$ cat config.mk
export PLATFORM = sky130hd
export DESIGN_NAME = async_read_select_strobe
export DESIGN_NICKNAME = d
export VERILOG_FILES = /design/src/hw/async_read_pkg.sv /design/src/hw/phase_counter.sv /design/src/hw/async_read_select_strobe.sv
export VERILOG_INCLUDE_DIRS = /design/src /design/src/hw
export SDC_FILE = /design/constraint.sdc
export NUM_CORES = 1
export LEC_CHECK = 0
export BUFFER_PORTS_ARGS = -buffer_cell sky130_fd_sc_hd__buf_2
export CORE_MARGIN = 3
export CORE_UTILIZATION = 35
export DETAILED_ROUTE_END_ITERATION = 12
export SLEW_MARGIN = 20
export SYNTH_ARGS = -nofsm -noshare
export SYNTH_HDL_FRONTEND = slang
export SYNTH_SLANG_ARGS = --single-unit
$ cat constraint.sdc
create_clock -name core_clk_i -period 6.4 [get_ports core_clk_i]
set_clock_uncertainty 0.2 [all_clocks]
set_input_delay 0.64 -clock core_clk_i [delete_from_list [all_inputs] [get_ports core_clk_i]]
set_output_delay 0.64 -clock core_clk_i [all_outputs]
set_load 0.1 [all_outputs]
$ cat src/hw/async_read_defs.svh
// Widths, reset values and counts for the select-strobe read sequencer.
// Assumes inclusion by bare name from the package and the design modules.
`ifndef ASYNC_READ_DEFS_SVH
`define ASYNC_READ_DEFS_SVH

// =====================================================================
// Widths
`define REGION_COUNT      4
`define REGION_W          2
`define ADDR_W            13
`define BANK_W            2
`define DATA_W            16
`define BYTE_EN_W         2
`define BEATS_W           3
`define TURN_W            2
`define SETUP_W           4
`define STROBE_W          6
`define HOLD_W            3
`define CNT_W             6

// =====================================================================
// Reset and idle values
`define CS_IDLE           1'b1
`define OE_IDLE           1'b1
`define WE_IDLE           1'b1
`define BE_IDLE           2'h3
`define ADDR_IDLE         13'h0000
`define BANK_IDLE         2'h0
`define DATA_RESET        16'h0000
`define TURN_ONE          2'h1

`endif

$ cat src/hw/async_read_pkg.sv
// Types shared by the select-strobe read sequencer and its testbench.
// Assumes the defs header sits beside it in hw/.
`include "async_read_defs.svh"

package async_read_pkg;

    typedef logic [`REGION_W-1:0] region_idx_t;
    typedef logic [`ADDR_W-1:0]   ext_addr_t;
    typedef logic [`DATA_W-1:0]   ext_data_t;

    typedef enum logic [2:0] {
        ST_IDLE,
        ST_TURN,
        ST_SETUP,
        ST_STROBE,
        ST_HOLD
    } seq_state_t;

    typedef enum logic [1:0] {
        LAST_NONE,
        LAST_READ,
        LAST_WRITE
    } last_op_t;

endpackage : async_read_pkg

$ cat src/hw/phase_counter.sv
// Down counter that times the turnaround, setup, strobe and hold phases.
// Assumes the caller loads it on every phase entry with length minus one.
`timescale 1ns/1ps
`include "async_read_defs.svh"

module phase_counter (
    input  wire logic              core_clk_i,  // Interface clock
    input  wire logic              rst_i,       // Sync reset, high
    input  wire logic              load_i,      // Load a new phase length
    input  wire logic [`CNT_W-1:0] load_val_i,  // Phase length minus one
    output logic                   zero_o       // Last cycle of the phase
);

    logic [`CNT_W-1:0] count_q;

    always_ff @(posedge core_clk_i)
    begin
        if (rst_i)
            count_q <= '0;
        else if (load_i)
            count_q <= load_val_i;
        else if (count_q != '0)
            count_q <= count_q - `CNT_W'(1);
    end

    assign zero_o = (count_q == '0);

endmodule : phase_counter

$ cat src/hw/async_read_select_strobe.sv
// Read sequencer for an external asynchronous memory, select-strobe capable.
// Assumes an outside arbiter drives top_priority_i and a write engine
// reports finished bus writes on write_done_i, both on core_clk_i.
`timescale 1ns/1ps
`include "async_read_defs.svh"

// Summary of operation
// - Write strobe stays high during reads.
// - Start only when request is top priority.
// - Repeat access cycles until all beats read.
// - Wait programmed turnaround cycles before setup.
// - No turnaround when read follows read.
// - One turnaround after write with zero field.
// - Recheck priority after turnaround, then setup.
// - Lost priority after turnaround abandons read.
// - Load setup, strobe, hold at setup start.
// - Address and bank valid from setup start.
// - Byte enables valid from setup start.
// - Select-strobe: select and enable fall together.
// - Select-strobe: select and enable rise at strobe end; normal mode select rises at final hold end.
// - Select-strobe only when region bit set.
// - Capture read data at strobe end.
// - Release address and enables after final hold.
// - Next beat reenters setup, keeps timings.
module async_read_select_strobe
    import async_read_pkg::*;
(
    input  wire logic                                   core_clk_i,       // Interface clock, 40 MHz
    input  wire logic                                   rst_i,            // Sync reset, high
    input  wire logic                                   req_valid_i,      // Read request pending
    input  wire async_read_pkg::region_idx_t            req_region_i,     // Target region
    input  wire async_read_pkg::ext_addr_t              req_addr_i,       // First beat address
    input  wire logic [`BANK_W-1:0]                     req_bank_i,       // Bank address
    input  wire logic [`BYTE_EN_W-1:0]                  req_byte_en_i,    // Byte enables, high
    input  wire logic [`BEATS_W-1:0]                    req_beats_i,      // Access cycles minus one
    input  wire logic                                   top_priority_i,   // Read is highest priority
    input  wire logic                                   write_done_i,     // Bus write finished, pulse
    input  wire logic [`REGION_COUNT-1:0]               cfg_ss_i,         // Select-strobe per region
    input  wire logic [`REGION_COUNT-1:0][`TURN_W-1:0]  cfg_turn_i,       // Turnaround cycles
    input  wire logic [`REGION_COUNT-1:0][`SETUP_W-1:0] cfg_setup_i,      // Read setup minus one
    input  wire logic [`REGION_COUNT-1:0][`STROBE_W-1:0] cfg_strobe_i,    // Read strobe minus one
    input  wire logic [`REGION_COUNT-1:0][`HOLD_W-1:0]  cfg_hold_i,       // Read hold minus one
    input  wire async_read_pkg::ext_data_t              external_data_i,  // Memory data bus
    output logic [`REGION_COUNT-1:0]                    chip_select_n_o,  // Region selects, low
    output logic                                        output_enable_n_o, // Output enable, low
    output logic                                        write_strobe_n_o, // Write strobe, low
    output async_read_pkg::ext_addr_t                   external_address_o, // Memory address
    output logic [`BANK_W-1:0]                          bank_address_o,   // Bank address
    output logic [`BYTE_EN_W-1:0]                       byte_enable_n_o,  // Byte enables, low
    output logic                                        req_accept_o,     // Request taken, pulse
    output logic                                        req_abort_o,      // Read abandoned, pulse
    output logic                                        busy_o,           // Sequence in progress
    output async_read_pkg::ext_data_t                   rd_data_o,        // Captured beat data
    output logic                                        rd_valid_o,       // Beat data valid, pulse
    output logic                                        rd_last_o,        // Final beat, with valid
    output logic                                        done_o            // Request complete, pulse
);
    import async_read_pkg::*;

    // =================================================================
    // Sequencer state
    seq_state_t            state_q;
    last_op_t              last_op_q;
    region_idx_t           region_q;
    logic                  ss_q;
    ext_addr_t             addr_q;
    logic [`BEATS_W-1:0]   beats_left_q;
    logic [`SETUP_W-1:0]   setup_q;
    logic [`STROBE_W-1:0]  strobe_q;
    logic [`HOLD_W-1:0]    hold_q;
    logic [`BANK_W-1:0]    bank_address_hold_q;
    logic [`BYTE_EN_W-1:0] byte_en_hold_q;
    logic                  cnt_zero;
    logic                  cnt_load;
    logic [`CNT_W-1:0]     cnt_val;
    logic [`TURN_W-1:0]    turn_cnt;
    logic [`TURN_W-1:0]    ta_field;
    logic                  accept;
    logic                  enter_first;
    logic                  enter_again;
    logic                  enter_strobe;
    logic                  leave_strobe;
    logic                  leave_hold;
    logic                  leave_final;
    logic                  ss_now;
    region_idx_t           region_now;
    logic                  cs_assert;
    logic                  cs_release;

    assign accept       = (state_q == ST_IDLE) && req_valid_i && top_priority_i;
    assign ta_field     = cfg_turn_i[req_region_i];
    assign enter_first  = (accept && (turn_cnt == '0)) ||
                          ((state_q == ST_TURN) && cnt_zero && top_priority_i);
    assign enter_again  = (state_q == ST_HOLD) && cnt_zero && (beats_left_q != '0);
    assign enter_strobe = (state_q == ST_SETUP) && cnt_zero;
    assign leave_strobe = (state_q == ST_STROBE) && cnt_zero;
    assign leave_hold   = (state_q == ST_HOLD) && cnt_zero;
    assign leave_final  = leave_hold && (beats_left_q == '0);
    assign ss_now       = (state_q == ST_IDLE) ? cfg_ss_i[req_region_i] : ss_q;
    assign region_now   = (state_q == ST_IDLE) ? req_region_i : region_q;

    // Turnaround length from the previous bus operation
    always_comb
    begin
        if (last_op_q == LAST_READ)
            turn_cnt = '0;
        else if ((last_op_q == LAST_WRITE) && (ta_field == '0))
            turn_cnt = `TURN_ONE;
        else
            turn_cnt = ta_field;
    end

    // =================================================================
    // Phase counter loads
    always_comb
    begin
        cnt_load = 1'b0;
        cnt_val  = '0;
        unique case (state_q)
            ST_IDLE:
            begin
                if (accept && (turn_cnt != '0))
                begin
                    cnt_load = 1'b1;
                    cnt_val  = `CNT_W'(turn_cnt - `TURN_W'(1));
                end
                else if (accept)
                begin
                    cnt_load = 1'b1;
                    cnt_val  = `CNT_W'(cfg_setup_i[req_region_i]);
                end
            end
            ST_TURN:
            begin
                if (enter_first)
                begin
                    cnt_load = 1'b1;
                    cnt_val  = `CNT_W'(cfg_setup_i[region_q]);
                end
            end
            ST_SETUP:
            begin
                cnt_load = enter_strobe;
                cnt_val  = `CNT_W'(strobe_q);
            end
            ST_STROBE:
            begin
                cnt_load = leave_strobe;
                cnt_val  = `CNT_W'(hold_q);
            end
            ST_HOLD:
            begin
                cnt_load = enter_again;
                cnt_val  = `CNT_W'(setup_q);
            end
        endcase
    end

    phase_counter u_phase_counter (
        .core_clk_i (core_clk_i),
        .rst_i      (rst_i),
        .load_i     (cnt_load),
        .load_val_i (cnt_val),
        .zero_o     (cnt_zero)
    );

    // =================================================================
    // State transitions
    always_ff @(posedge core_clk_i)
    begin
        if (rst_i)
            state_q <= ST_IDLE;
        else
        begin
            unique case (state_q)
                ST_IDLE:   if (accept) state_q <= (turn_cnt == '0) ? ST_SETUP : ST_TURN;
                ST_TURN:   if (cnt_zero) state_q <= top_priority_i ? ST_SETUP : ST_IDLE;
                ST_SETUP:  if (cnt_zero) state_q <= ST_STROBE;
                ST_STROBE: if (cnt_zero) state_q <= ST_HOLD;
                ST_HOLD:   if (cnt_zero) state_q <= (beats_left_q != '0) ? ST_SETUP : ST_IDLE;
            endcase
        end
    end

    // Request context; region and mode held for all beats, address and beat count step per beat
    always_ff @(posedge core_clk_i)
    begin
        if (rst_i)
        begin
            region_q     <= '0;
            ss_q         <= 1'b0;
            addr_q       <= `ADDR_IDLE;
            beats_left_q <= '0;
        end
        else if (accept)
        begin
            region_q     <= req_region_i;
            ss_q         <= cfg_ss_i[req_region_i];
            addr_q       <= req_addr_i;
            beats_left_q <= req_beats_i;
        end
        else if (enter_again)
        begin
            addr_q       <= addr_q + `ADDR_W'(1);
            beats_left_q <= beats_left_q - `BEATS_W'(1);
        end
    end

    // Timings latched once per request; later beats reuse them
    always_ff @(posedge core_clk_i)
    begin
        if (rst_i)
        begin
            setup_q  <= '0;
            strobe_q <= '0;
            hold_q   <= '0;
        end
        else if (enter_first)
        begin
            setup_q  <= cfg_setup_i[region_now];
            strobe_q <= cfg_strobe_i[region_now];
            hold_q   <= cfg_hold_i[region_now];
        end
    end

    // Bus history for turnaround; a write report outranks a read end
    always_ff @(posedge core_clk_i)
    begin
        if (rst_i)
            last_op_q <= LAST_NONE;
        else if (write_done_i)
            last_op_q <= LAST_WRITE;
        else if (leave_final)
            last_op_q <= LAST_READ;
    end

    // =================================================================
    // Memory pins
    assign cs_assert  = ss_now ? enter_strobe : enter_first;
    assign cs_release = ss_q ? leave_strobe : leave_final;

    genvar g;
    generate
        for (g = 0; g < `REGION_COUNT; g++)
        begin : g_cs
            always_ff @(posedge core_clk_i)
            begin
                if (rst_i)
                    chip_select_n_o[g] <= `CS_IDLE;
                else if (cs_assert && (region_now == region_idx_t'(g)))
                    chip_select_n_o[g] <= 1'b0;
                else if (cs_release)
                    chip_select_n_o[g] <= `CS_IDLE;
            end
        end
    endgenerate

    always_ff @(posedge core_clk_i)
    begin
        if (rst_i)
            output_enable_n_o <= `OE_IDLE;
        else if (enter_strobe)
            output_enable_n_o <= 1'b0;
        else if (leave_strobe)
            output_enable_n_o <= `OE_IDLE;
    end

    // Reads never write, so the strobe flop only ever holds idle
    always_ff @(posedge core_clk_i)
    begin
        write_strobe_n_o <= `WE_IDLE;
    end

    always_ff @(posedge core_clk_i)
    begin
        if (rst_i)
        begin
            external_address_o <= `ADDR_IDLE;
            bank_address_o     <= `BANK_IDLE;
            byte_enable_n_o    <= `BE_IDLE;
        end
        else if (enter_first)
        begin
            external_address_o <= (state_q == ST_IDLE) ? req_addr_i : addr_q;
            bank_address_o     <= (state_q == ST_IDLE) ? req_bank_i : bank_address_hold_q;
            byte_enable_n_o    <= (state_q == ST_IDLE) ? ~req_byte_en_i : ~byte_en_hold_q;
        end
        else if (enter_again)
        begin
            external_address_o <= addr_q + `ADDR_W'(1);
            bank_address_o     <= bank_address_hold_q;
            byte_enable_n_o    <= ~byte_en_hold_q;
        end
        else if (leave_hold)
        begin
            external_address_o <= `ADDR_IDLE;
            bank_address_o     <= `BANK_IDLE;
            byte_enable_n_o    <= `BE_IDLE;
        end
    end

    always_ff @(posedge core_clk_i)
    begin
        if (rst_i)
        begin
            bank_address_hold_q <= `BANK_IDLE;
            byte_en_hold_q      <= '0;
        end
        else if (accept)
        begin
            bank_address_hold_q <= req_bank_i;
            byte_en_hold_q      <= req_byte_en_i;
        end
    end

    // =================================================================
    // Read data capture
    // The pin flop samples at the strobe-end edge; the second stage only
    // resynchronises, so data shows two cycles after the strobe ends.
    ext_data_t data_s1_q;
    ext_data_t data_s2_q;
    logic      cap0_q;
    logic      cap1_q;
    logic      last0_q;
    logic      last1_q;

    always_ff @(posedge core_clk_i)
    begin
        data_s1_q <= external_data_i;
        data_s2_q <= data_s1_q;
    end

    always_ff @(posedge core_clk_i)
    begin
        if (rst_i)
        begin
            cap0_q  <= 1'b0;
            cap1_q  <= 1'b0;
            last0_q <= 1'b0;
            last1_q <= 1'b0;
        end
        else
        begin
            cap0_q  <= leave_strobe;
            last0_q <= leave_strobe && (beats_left_q == '0);
            cap1_q  <= cap0_q;
            last1_q <= last0_q;
        end
    end

    always_ff @(posedge core_clk_i)
    begin
        if (rst_i)
        begin
            rd_data_o  <= `DATA_RESET;
            rd_valid_o <= 1'b0;
            rd_last_o  <= 1'b0;
        end
        else
        begin
            rd_valid_o <= cap1_q;
            rd_last_o  <= last1_q;
            if (cap1_q)
                rd_data_o <= data_s2_q;
        end
    end

    // =================================================================
    // Requester handshake
    always_ff @(posedge core_clk_i)
    begin
        if (rst_i)
        begin
            req_accept_o <= 1'b0;
            req_abort_o  <= 1'b0;
            done_o       <= 1'b0;
            busy_o       <= 1'b0;
        end
        else
        begin
            req_accept_o <= accept;
            req_abort_o  <= (state_q == ST_TURN) && cnt_zero && !top_priority_i;
            done_o       <= leave_final;
            busy_o       <= accept || ((state_q != ST_IDLE) &&
                            !leave_final && !((state_q == ST_TURN) && cnt_zero && !top_priority_i));
        end
    end

    // =================================================================
    // Checks
    logic [`CNT_W-1:0] phase_len_q;

    always_ff @(posedge core_clk_i)
    begin
        if (rst_i || cnt_load)
            phase_len_q <= '0;
        else
            phase_len_q <= phase_len_q + `CNT_W'(1);
    end
endmodule : async_read_select_strobe

==> results of run 1 <==
area by class of cell:
| type | count | area share, % |
|---|---|---|
| Clock inverter | 15 | 2.71 |
| Clock buffer | 17 | 5.87 |
| Inverter | 17 | 0.880 |
| Multi-Input combinational cell | 461 | 40.8 |
| Timing Repair Buffer | 156 | 11.0 |
| Sequential cell | 127 | 35.1 |
| Tap cell | 216 | 3.73 |
registers in the layout (all words and copies together) (netlist names), 3 cells and up:
name / count
hold_q: 3
addr_q: 13
setup_q: 4
beats_left_q: 3
state_q: 3
u_phase_counter.count_q: 6
data_s2_q: 16
strobe_q: 6
chip_select_n_o: 4
external_address_o: 13
rd_data_o: 16
data_s1_q: 16
per-layer routing:
layer	GRT usage [%]	vias up	part of all wire [%]
met1	24.6	2442	46
met5	0	-	0
li1	-	2623	-
met2	27.9	189	45
met4	6.05	0	1.6
met3	4.24	18	7.1
worst min path at each step:
stage | from | endpoint | slack, ns | cells past startpoint
after floorplan | data_s1_q[0] | data_s2_q[0] | 0.11 | 0
after CTS | external_data_i[14] | data_s1_q[14] | 0.11 | 1
after detailed placement | data_s1_q[1] | data_s2_q[1] | 0.11 | 0
after global placement | data_s1_q[0] | data_s2_q[0] | 0.11 | 0
final | external_data_i[13] | data_s1_q[13] | 0.12 | 1
after global routing | external_data_i[6] | data_s1_q[6] | 0.10 | 1
placed cells by master, fill, tap and decap left out, types with 17 or more instances in the layout:
cell                        count
sky130_fd_sc_hd__dfxtp_1      127
sky130_fd_sc_hd__nor2_1        45
sky130_fd_sc_hd__nand2_1       92
sky130_fd_sc_hd__clkbuf_16     17
sky130_fd_sc_hd__buf_2        150
sky130_fd_sc_hd__o21ai_0       24
sky130_fd_sc_hd__a211oi_1      22
sky130_fd_sc_hd__inv_1         17
sky130_fd_sc_hd__mux2i_1       23
sky130_fd_sc_hd__a21oi_1       54
through the flow:
stage	util [%]	cells	worst slack (ns)	total power [uW]	hold WS [ns]
2_1_floorplan	-	650	2.86	1670	0.110
3_3_place_gp	41.4	977	2.72	1880	0.110
3_5_place_dp	41.4	977	2.65	1880	0.112
4_1_cts	45.3	1009	3.04	2890	0.107
5_1_grt	45.3	1009	2.82	3030	0.103
6_report	45.3	1009	3.04	2870	0.122
report_power, final:
part	internal, uW	switching, uW
Combinational	296	608
Sequential	872	88.3
Clock	626	384
cells by family after synthesis:
| group | count (synthesis) | share of synthesized area [%] |
|---|---|---|
| AOI/OAI and AO/OA | 170 | 20.4 |
| adders and majority gates | 7 | 1.52 |
| xor gates and xnor gates | 16 | 2.44 |
| buffers and inverters | 62 | 4.38 |
| other | 1 | 0.0652 |
| DFF | 127 | 44.2 |
| and+or+nand+nor | 236 | 20.0 |
| muxes | 31 | 6.94 |
==> flow_metrics.tcl, run 1 <==
set metrics [dict create \
    post_synth.cell_area_avg_um2 8.84 \
    synth_fp_nets 764 \
    grt_remaining_overflow 0 \
    yosysSeqAreaShare_pct 44.2 \
    drt-initial-drc-count 397 \
    place.gp.congestion 0.816 \
    final_design_area_no_fill_mm2 0.00725 \
    synth_commonest_cells "sky130_fd_sc_hd__dfxtp_1 (127), sky130_fd_sc_hd__nand2_1 (92), sky130_fd_sc_hd__a21oi_1 (54)" \
    grt_pass1_vias 4919 \
    outcome "completed" \
    cts.hold.buffers_added 0 \
    route.detailed.drc 0 \
    cell_breakdown_of_the_critical_path "buf_2 > mux4_2 > nor3b_1 > nor3_1 > ha_1 > and3_1 > a31oi_1 > inv_1 > o2111a_1" \
    timing.reg2reg.setup_slack_ns 3.37 \
    rr_endpoint "chip_select_n_o[2]" \
    critical_path.endpoint_type "flip-flop" \
    setup_viol 0 \
    setup_repair_after_global_routing_missed_its_margin "false" \
    die-area_mm2 0.0180 \
    min_path_type "in2reg" \
    area_of_placed_instances_mm2 0.00663 \
    multi_input_comb_area_mm2 0.00296 \
    routed_via_density 5.22 \
    reg_area_mm2 0.00254 \
    relSlewSlack_pct 34.5 \
    ant_nets 0 \
    cts_resized 0 \
    crit_path_top_delay_cell "sky130_fd_sc_hd__a31oi_1" \
    slew_violations 0 \
    totalWireLength_um 16100 \
    number_of_enable_flip_flop_cells_after_synthesis 0 \
    fin_tns_setup_ns 0 \
    num_io_pins 152 \
    ir_drop_mv 0.216 \
    detail_route.wl_per_cell_um 16.0 \
    yosys_top_cell_area_share_pct 44.2 \
    drive_gt1_share_pct 26.0 \
    dpl.hpwl_um 11300 \
    grt_pass1_wl_um 25800 \
    crit-reg2reg-launch "state_q[0]" \
    yosys.cell_count.top_type "sky130_fd_sc_hd__dfxtp_1" \
    synth.top_cells.by_area "sky130_fd_sc_hd__dfxtp_1 (44%), sky130_fd_sc_hd__nand2_1 (6.0%), sky130_fd_sc_hd__a21oi_1 (4.7%), sky130_fd_sc_hd__mux2i_1 (4.0%), sky130_fd_sc_hd__nor2_1 (2.9%)" \
    post-synth-top-area-cell "sky130_fd_sc_hd__dfxtp_1" \
    routed-via-count 5272 \
    worstSetupStartpoint "req_region_i[0]" \
    path_buf_inv 2 \
    synthCells 650 \
    path_delay_family "compound AO/OA/AOI/OAI gates" \
    ctsHtreeMaxLevel 4 \
    die_h_um 134 \
    synthToLayoutAreaGrowth_pct 26.2 \
    clock-root-buffer "sky130_fd_sc_hd__clkbuf_16" \
    cts_inserted_buffers 17 \
    cts.path.max_buffers 2 \
    ys_dominant_reg_cell "sky130_fd_sc_hd__dfxtp_1" \
    worst_pin_slew_ns 0.981 \
    synth.ff_latch_count 127 \
    period_share_pct 52.5 \
    path_class "in2reg" \
    ys.warnings.count 0 \
    detailedRoute.firstPassIterationCount 4 \
    critical_path_arrival_ns 3.46 \
    fin_nets 894 \
    antenna_found_initial 0 \
    n_antenna_cell 0 \
    final_period_minus_worst_setup_slack_ns 3.36 \
    crit_required_ns 6.50 \
    post_synth_instance_area_mm2 0.00575 \
    maxClockFrequency_ghz 0.297 \
    floorplan.rows 46 \
    worst-path-stages 9 \
    post_synth_num_cell_types 63 \
    core_mm2 0.0160 \
    critical_path.max_fanout 8 \
    powerDensity_mw_per_mm2 396 \
    port_buffers 150 \
    worst_setup_path_endpoint "external_address_o[2]" \
    start_util_pct 35.9 \
    r2r_worst_path_depth 5 \
    cts.sinks 127 \
    fillers 1604 \
    clkTransAtPathRegs_ns 0.06 \
    postCtsSetupRepairBufs 0 \
    p_leak_uw 0.00290 \
    worstSetupStartpointType "primary input" \
    hold_viol_final 0 \
    track_usage_pct 17.9 \
    insertion_delay_ns 0.41 \
    die_w_um 134 \
    cts_tree "built" \
    cap_viol_max_count 0 \
    max_stage_delay_ns 0.60 \
    ys_async_sr_fraction_pct 0 \
    largest_net_degree_at_the_start_of_global_routing 81 \
]
Note: power is estimated with default switching activity, not from simulation.
==> inputs of run 2 (changes only) <==
==> constraint.sdc (replaced) <==
create_clock -name core_clk_i -period 3.5 [get_ports core_clk_i]
set_clock_uncertainty 0.2 [all_clocks]
set_input_delay 0.35 -clock core_clk_i [delete_from_list [all_inputs] [get_ports core_clk_i]]
set_output_delay 0.35 -clock core_clk_i [all_outputs]
set_load 0.1 [all_outputs]
==> run 2 against run 1 <==
Net effect:
- hold slack lost 0.11 ns
- wire length up 0.11%
- setup slack lost 2.4 ns
- non-clock buffer count rose by 33
- sequential cell count unchanged
- first-iteration DRC count rose by 1.3%
- clock power grew 83%
- utilization is 1.9 points higher
- sequential power up 82%
- global-route usage grew 0.33 points
- clock-buffer cell count grew 3
- cell count rose by 3.3%
- largest cell class unchanged
- largest power group unchanged
- highest routed layer unchanged
==> flow_metrics.tcl, run 2 (same netlist as run 1, synthesis figures left out) <==
set metrics [dict create \
    dpl.hpwl_um 11500 \
    fillers 1589 \
    clkTransAtPathRegs_ns 0.06 \
    route.layer.met1.wl_um 7470 \
    ant_nets 0 \
    path_class "in2reg" \
    cap_viol_max_count 0 \
    detail_route.wl_per_cell_um 15.5 \
    rr_endpoint "u_phase_counter.count_q[3]" \
    p_int_uw 3380 \
    fin_nets 927 \
    routed-wl-met2_um 7220 \
    fin_tns_setup_ns 0 \
    grt_remaining_overflow 0 \
    setup_repair_after_global_routing_missed_its_margin "false" \
    cts.sinks 127 \
    cts_inserted_buffers 17 \
    num_io_pins 152 \
    die_w_um 134 \
    top_signal_layer_used "met4" \
    r2r_worst_path_depth 5 \
    slew_violations 0 \
    die_h_um 134 \
    clock-root-buffer "sky130_fd_sc_hd__clkbuf_16" \
    cts_tree "built" \
    routed-via-count 5370 \
    grt_pass1_vias 5227 \
    outcome "completed" \
    p_sw_uw 1930 \
    critical_path.max_fanout 20 \
    die-area_mm2 0.0180 \
    place.gp.congestion 0.846 \
    relSlewSlack_pct 34.1 \
    worst_hold_check_slack_ns 0.0139 \
    powerDensity_mw_per_mm2 703 \
    hold_viol_final 0 \
    layout_commonest_cell "sky130_fd_sc_hd__buf_2" \
    final_cell_mix "sky130_fd_sc_hd__buf_2 (150), sky130_fd_sc_hd__dfxtp_1 (127), sky130_fd_sc_hd__nand2_1 (92), sky130_fd_sc_hd__a21oi_1 (54), sky130_fd_sc_hd__nor2_1 (45)" \
    worstSetupStartpoint "req_region_i[0]" \
    n_antenna_cell 0 \
    pwr-share-seq_pct 33.0 \
    min-delay-start "req_addr_i[7]" \
    port_buffers 150 \
    synthToLayoutAreaGrowth_pct 31.4 \
    antenna_found_initial 0 \
    insertion_delay_ns 0.41 \
    maxClockFrequency_ghz 0.346 \
    drive_gt1_share_pct 25.7 \
    worst_pin_slew_ns 0.987 \
    crit-reg2reg-launch "state_q[0]" \
    period_share_pct 82.5 \
    met3WireLength_um 1150 \
    ir_drop_mv 0.472 \
    drt-initial-drc-count 402 \
    routed_via_density 5.15 \
    ctsHtreeMaxLevel 4 \
    floorplan.rows 46 \
    track_usage_pct 18.3 \
    largest_net_degree_at_the_start_of_global_routing 81 \
    core_mm2 0.0160 \
    cts.path.max_buffers 2 \
    min_path_type "in2reg" \
    critical_path_arrival_ns 2.99 \
    setup_viol 0 \
    route.detailed.drc 0 \
    layout_top_registers "data_s1_q (16), data_s2_q (16), rd_data_o (16)" \
    max_stage_delay_ns 0.54 \
    netSwitchingFraction_pct 36.3 \
    cell_breakdown_of_the_critical_path "buf_2 > mux4_2 > nor3b_1 > nor3_1 > ha_1 > and3_1 > or2_2 > or3_1 > a31o_2" \
    worstSetupStartpointType "primary input" \
    p_leak_uw 0.00304 \
    worstHoldEndpoint "addr_q[7]" \
    final_period_minus_worst_setup_slack_ns 2.89 \
    detailedRoute.firstPassIterationCount 5 \
    start_util_pct 35.9 \
    timing.reg2reg.setup_slack_ns 0.66 \
    crit_path_top_delay_cell "sky130_fd_sc_hd__mux4_2" \
    totalWireLength_um 16200 \
    final_util_pct 47.2 \
    grt_pass1_wl_um 26600 \
    crit_required_ns 3.61 \
    pwr-share-clk_pct 34.9 \
    cts_resized 0 \
    min_path_cells 3 \
    power.share.combinational_pct 32.1 \
    critical_path.endpoint_type "flip-flop" \
]
==> run 2: cell types whose count changed in the layout (fill, tap and decap cells not counted), sizes merged <==
cell         delta
buf            +10
bufinv          +1
clkbuf          +3
clkinv          +1
clkinvlp        +1
dlygate4sd3    +23
inv             -6
==> run 2: how the worst max path moves through the flow <==
stage	end
2_1_floorplan	setup_q[1]
5_1_grt	chip_select_n_o[1]
3_5_place_dp	chip_select_n_o[1]
4_1_cts	chip_select_n_o[1]
3_3_place_gp	byte_enable_n_o[0]
6_report	byte_enable_n_o[1]
==> run 2: layout make-up <==
cell class / instances / area [um2] / area share, %
inverters: 17 / 63.8 / 0.845
well taps: 216 / 270 / 3.58
repair buffers: 189 / 1100 / 14.6
clock inverters: 12 / 184 / 2.44
clock buffers: 20 / 437 / 5.78
multi-input cells: 461 / 2950 / 39.1
flip-flops and latches: 127 / 2540 / 33.7
==> run 2: metal layers <==
metal  GRT usage (%)  vias to the layer above
met5               0                        -
li1                -                     2694
met4            6.84                        0
met2            27.5                      191
met1            25.8                     2459
met3            3.94                       26
==> run 2: power groups by stage <==
stage | sequential, uW | combinational [uW] | clock (uW)
final | 1750 | 1700 | 1850
after CTS | 1750 | 1710 | 1890
after global placement | 1780 | 1680 | 0
after floorplan | 1980 | 1070 | 0
after global routing | 1780 | 1880 | 1950
after detailed placement | 1780 | 1680 | 0
==> run 2: timing repair <==
item / 4_1_cts / 5_1_grt
buffers inserted: 0 / 0
hold endpoints to repair: 24 / 0
hold buffers: 23 / 0
==> run 2: critical path: cells and delay by family <==
family / cells / cell delay (ns)
and+or+nand+nor: 5 / 1.47
muxes: 1 / 0.54
buffers and inverters: 1 / 0.20
adders and majority gates: 1 / 0.23
AOI/OAI and AO/OA: 1 / 0.20
==> run 2: per-stage QoR <==
stage | setup WS, ns | instances | power (uW) | area (um2)
floorplan | 0.249 | 650 | 3050 | 5750
global placement | 0.225 | 987 | 3460 | 6700
detailed placement | 0.167 | 987 | 3460 | 6700
CTS | 0.602 | 1042 | 5340 | 7550
global route | 0.430 | 1042 | 5610 | 7550
finish | 0.613 | 1042 | 5310 | 7550
==> inputs of run 3 (changes only) <==
==> constraint.sdc (replaced) <==
create_clock -name core_clk_i -period 2.8 [get_ports core_clk_i]
set_clock_uncertainty 0.2 [all_clocks]
set_input_delay 0.28 -clock core_clk_i [delete_from_list [all_inputs] [get_ports core_clk_i]]
set_output_delay 0.28 -clock core_clk_i [all_outputs]
set_load 0.1 [all_outputs]
==> run 3 against run 2 <==
Net effect:
- clock-buffer cell count increased by 1
- sequential share of layout area decreased by 1.5 points
- sequential cell count did not move
- critical path type is now reg2reg
- largest power group is now combinational cells
==> flow_metrics.tcl, run 3 (same netlist as run 1, synthesis figures left out) <==
set metrics [dict create \
    fin_tns_setup_ns 0 \
    floorplan.rows 46 \
    p_sw_uw 2450 \
    track_usage_pct 18.9 \
    routed-via-count 5579 \
    worst_hold_check_slack_ns 0.0531 \
    die_h_um 134 \
    timing.reg2reg.setup_slack_ns 0.22 \
    grt_pass1_vias 5404 \
    period_share_pct 92.1 \
    final_cell_count_no_fill 1083 \
    min_path_type "in2reg" \
    power.share.combinational_pct 36.1 \
    maxClockFrequency_ghz 0.388 \
    setup_viol 0 \
    worstSetupStartpoint "beats_left_q[0]" \
    drt-initial-drc-count 390 \
    final_cell_mix "sky130_fd_sc_hd__buf_2 (150), sky130_fd_sc_hd__dfxtp_1 (127), sky130_fd_sc_hd__nand2_1 (92), sky130_fd_sc_hd__a21oi_1 (54), sky130_fd_sc_hd__nor2_1 (44)" \
    cts_inserted_buffers 17 \
    cts.sinks 127 \
    routed_via_density 5.15 \
    cell_breakdown_of_the_critical_path "inv_1 > ha_1 > ha_1 > or4_4 > nor4_1 > a221oi_1 > a21oi_1" \
    powerDensity_mw_per_mm2 839 \
    worst_pin_slew_ns 0.778 \
    start_util_pct 35.9 \
    path_common_cell "sky130_fd_sc_hd__ha_1" \
    cap_viol_max_count 0 \
    insertion_delay_ns 0.42 \
    totalWireLength_um 16900 \
    layout_commonest_cell "sky130_fd_sc_hd__buf_2" \
    final_design_area_no_fill_mm2 0.00790 \
    synthToLayoutAreaGrowth_pct 37.5 \
    critical_path_arrival_ns 2.73 \
    detail_route.wl_per_cell_um 15.6 \
    max_stage_delay_ns 0.70 \
    netSwitchingFraction_pct 37.0 \
    setup_repair_after_global_routing_missed_its_margin "false" \
    grt_remaining_overflow 0 \
    p_int_uw 4180 \
    fillers 1559 \
    postCtsSetupRepairBufs 0 \
    worst_setup_path_endpoint "external_address_o[6]" \
    final_period_minus_worst_setup_slack_ns 2.58 \
    core_mm2 0.0160 \
    r2r_worst_path_depth 7 \
    cts.hold.buffers_added 37 \
    ctsHtreeMaxLevel 4 \
    detailedRoute.firstPassIterationCount 5 \
    num_io_pins 152 \
    port_buffers 150 \
    ir_drop_mv 0.527 \
    slew_violations 0 \
    relSlewSlack_pct 48.1 \
    critical_path.endpoint_type "flip-flop" \
    grt_pass1_wl_um 27400 \
    drive_gt1_share_pct 28.3 \
    rr_endpoint "external_address_o[6]" \
    worstSetupStartpointType "flip-flop" \
    crit-reg2reg-launch "beats_left_q[0]" \
    dpl.hpwl_um 12000 \
    clock-root-buffer "sky130_fd_sc_hd__clkbuf_16" \
    largest_net_degree_at_the_start_of_global_routing 81 \
    antenna_found_initial 1 \
    cts.path.max_buffers 2 \
    crit_required_ns 2.95 \
    pwr-share-seq_pct 32.7 \
    cts_tree "built" \
    path_class "reg2reg" \
    die_w_um 134 \
    pwr-share-clk_pct 31.2 \
    critical_path.max_fanout 13 \
    area_of_placed_instances_mm2 0.00697 \
    final_util_pct 49.4 \
    placed_cells 1015 \
    p_leak_uw 0.00322 \
    crit_path_top_delay_cell "sky130_fd_sc_hd__or4_4" \
    outcome "completed" \
    layout_top_registers "data_s1_q (16), data_s2_q (16), rd_data_o (16)" \
    hold_viol_final 0 \
    clkTransAtPathRegs_ns 0.06 \
    route.detailed.drc 0 \
    place.gp.congestion 0.849 \
    fin_nets 969 \
    die-area_mm2 0.0180 \
    cts_resized 0 \
    ant_nets 0 \
]
## run 3: cell types whose count changed in the layout (fill, tap and decap cells not counted), moves of 2 or more
cell / delta
sky130_fd_sc_hd__buf_12: +3
sky130_fd_sc_hd__inv_6: -2
sky130_fd_sc_hd__clkbuf_1: -2
sky130_fd_sc_hd__bufinv_16: -3
sky130_fd_sc_hd__buf_4: +25
sky130_fd_sc_hd__clkbuf_8: +3
sky130_fd_sc_hd__dlygate4sd3_1: +14
sky130_fd_sc_hd__clkinv_2: +2
## run 3: worst min-delay path by stage
stage / cells past startpoint / start / end / slack (ns)
2_1_floorplan: 0 / external_data_i[0] / data_s1_q[0] / 0.11
3_3_place_gp: 0 / data_s1_q[0] / data_s2_q[0] / 0.11
3_5_place_dp: 0 / data_s1_q[0] / data_s2_q[0] / 0.11
4_1_cts: 3 / top_priority_i / req_abort_o / 0.04
5_1_grt: 4 / cfg_strobe_i[17] / strobe_q[5] / 0.07
6_report: 4 / cfg_hold_i[8] / hold_q[2] / 0.05
## run 3: power by group through the flow
| stage | Clock [uW] | Combinational, uW | Sequential [uW] |
|---|---|---|---|
| 2_1_floorplan | 0 | 1350 | 2480 |
| 3_3_place_gp | 0 | 2330 | 2200 |
| 3_5_place_dp | 0 | 2330 | 2200 |
| 4_1_cts | 2110 | 2390 | 2160 |
| 5_1_grt | 2190 | 2620 | 2190 |
| 6_report | 2070 | 2400 | 2170 |
## run 3: layer usage
metal  track usage, %  routed length [um]
met3             3.86                1010
met4             8.09                 375
met1             25.7                7790
met5                0                   0
met2             29.4                7740
## run 3: worst max-delay path: cells and delay by family (launching register included)
family                   cells  cell delay, ns
AO/OA/AOI/OAI                2            0.23
adder cells (fa/ha/maj)      2            0.54
buffers and inverters        1            0.05
flip-flops                   1            0.35
AND/OR/NAND/NOR              2            1.14
## run 3: through the flow
stage	total power, uW	setup slack (ns)
after CTS	6660	0.215
after global routing	7000	0.0346
after global placement	4530	-0.114
after floorplan	3830	-0.0157
after detailed placement	4530	-0.169
final	6630	0.220
## run 3: final cells by class
type / instances / area, um2 / share of cell area (%)
Multi-Input combinational cell: 461 / 2980 / 37.7
Sequential cell: 127 / 2540 / 32.2
Timing Repair Buffer: 231 / 1490 / 18.8
Clock buffer: 21 / 470 / 5.95
Tap cell: 216 / 270 / 3.42
Clock inverter: 9 / 86.3 / 1.09
Inverter: 17 / 63.8 / 0.808
Antenna cell: 1 / 2.50 / 0.0317
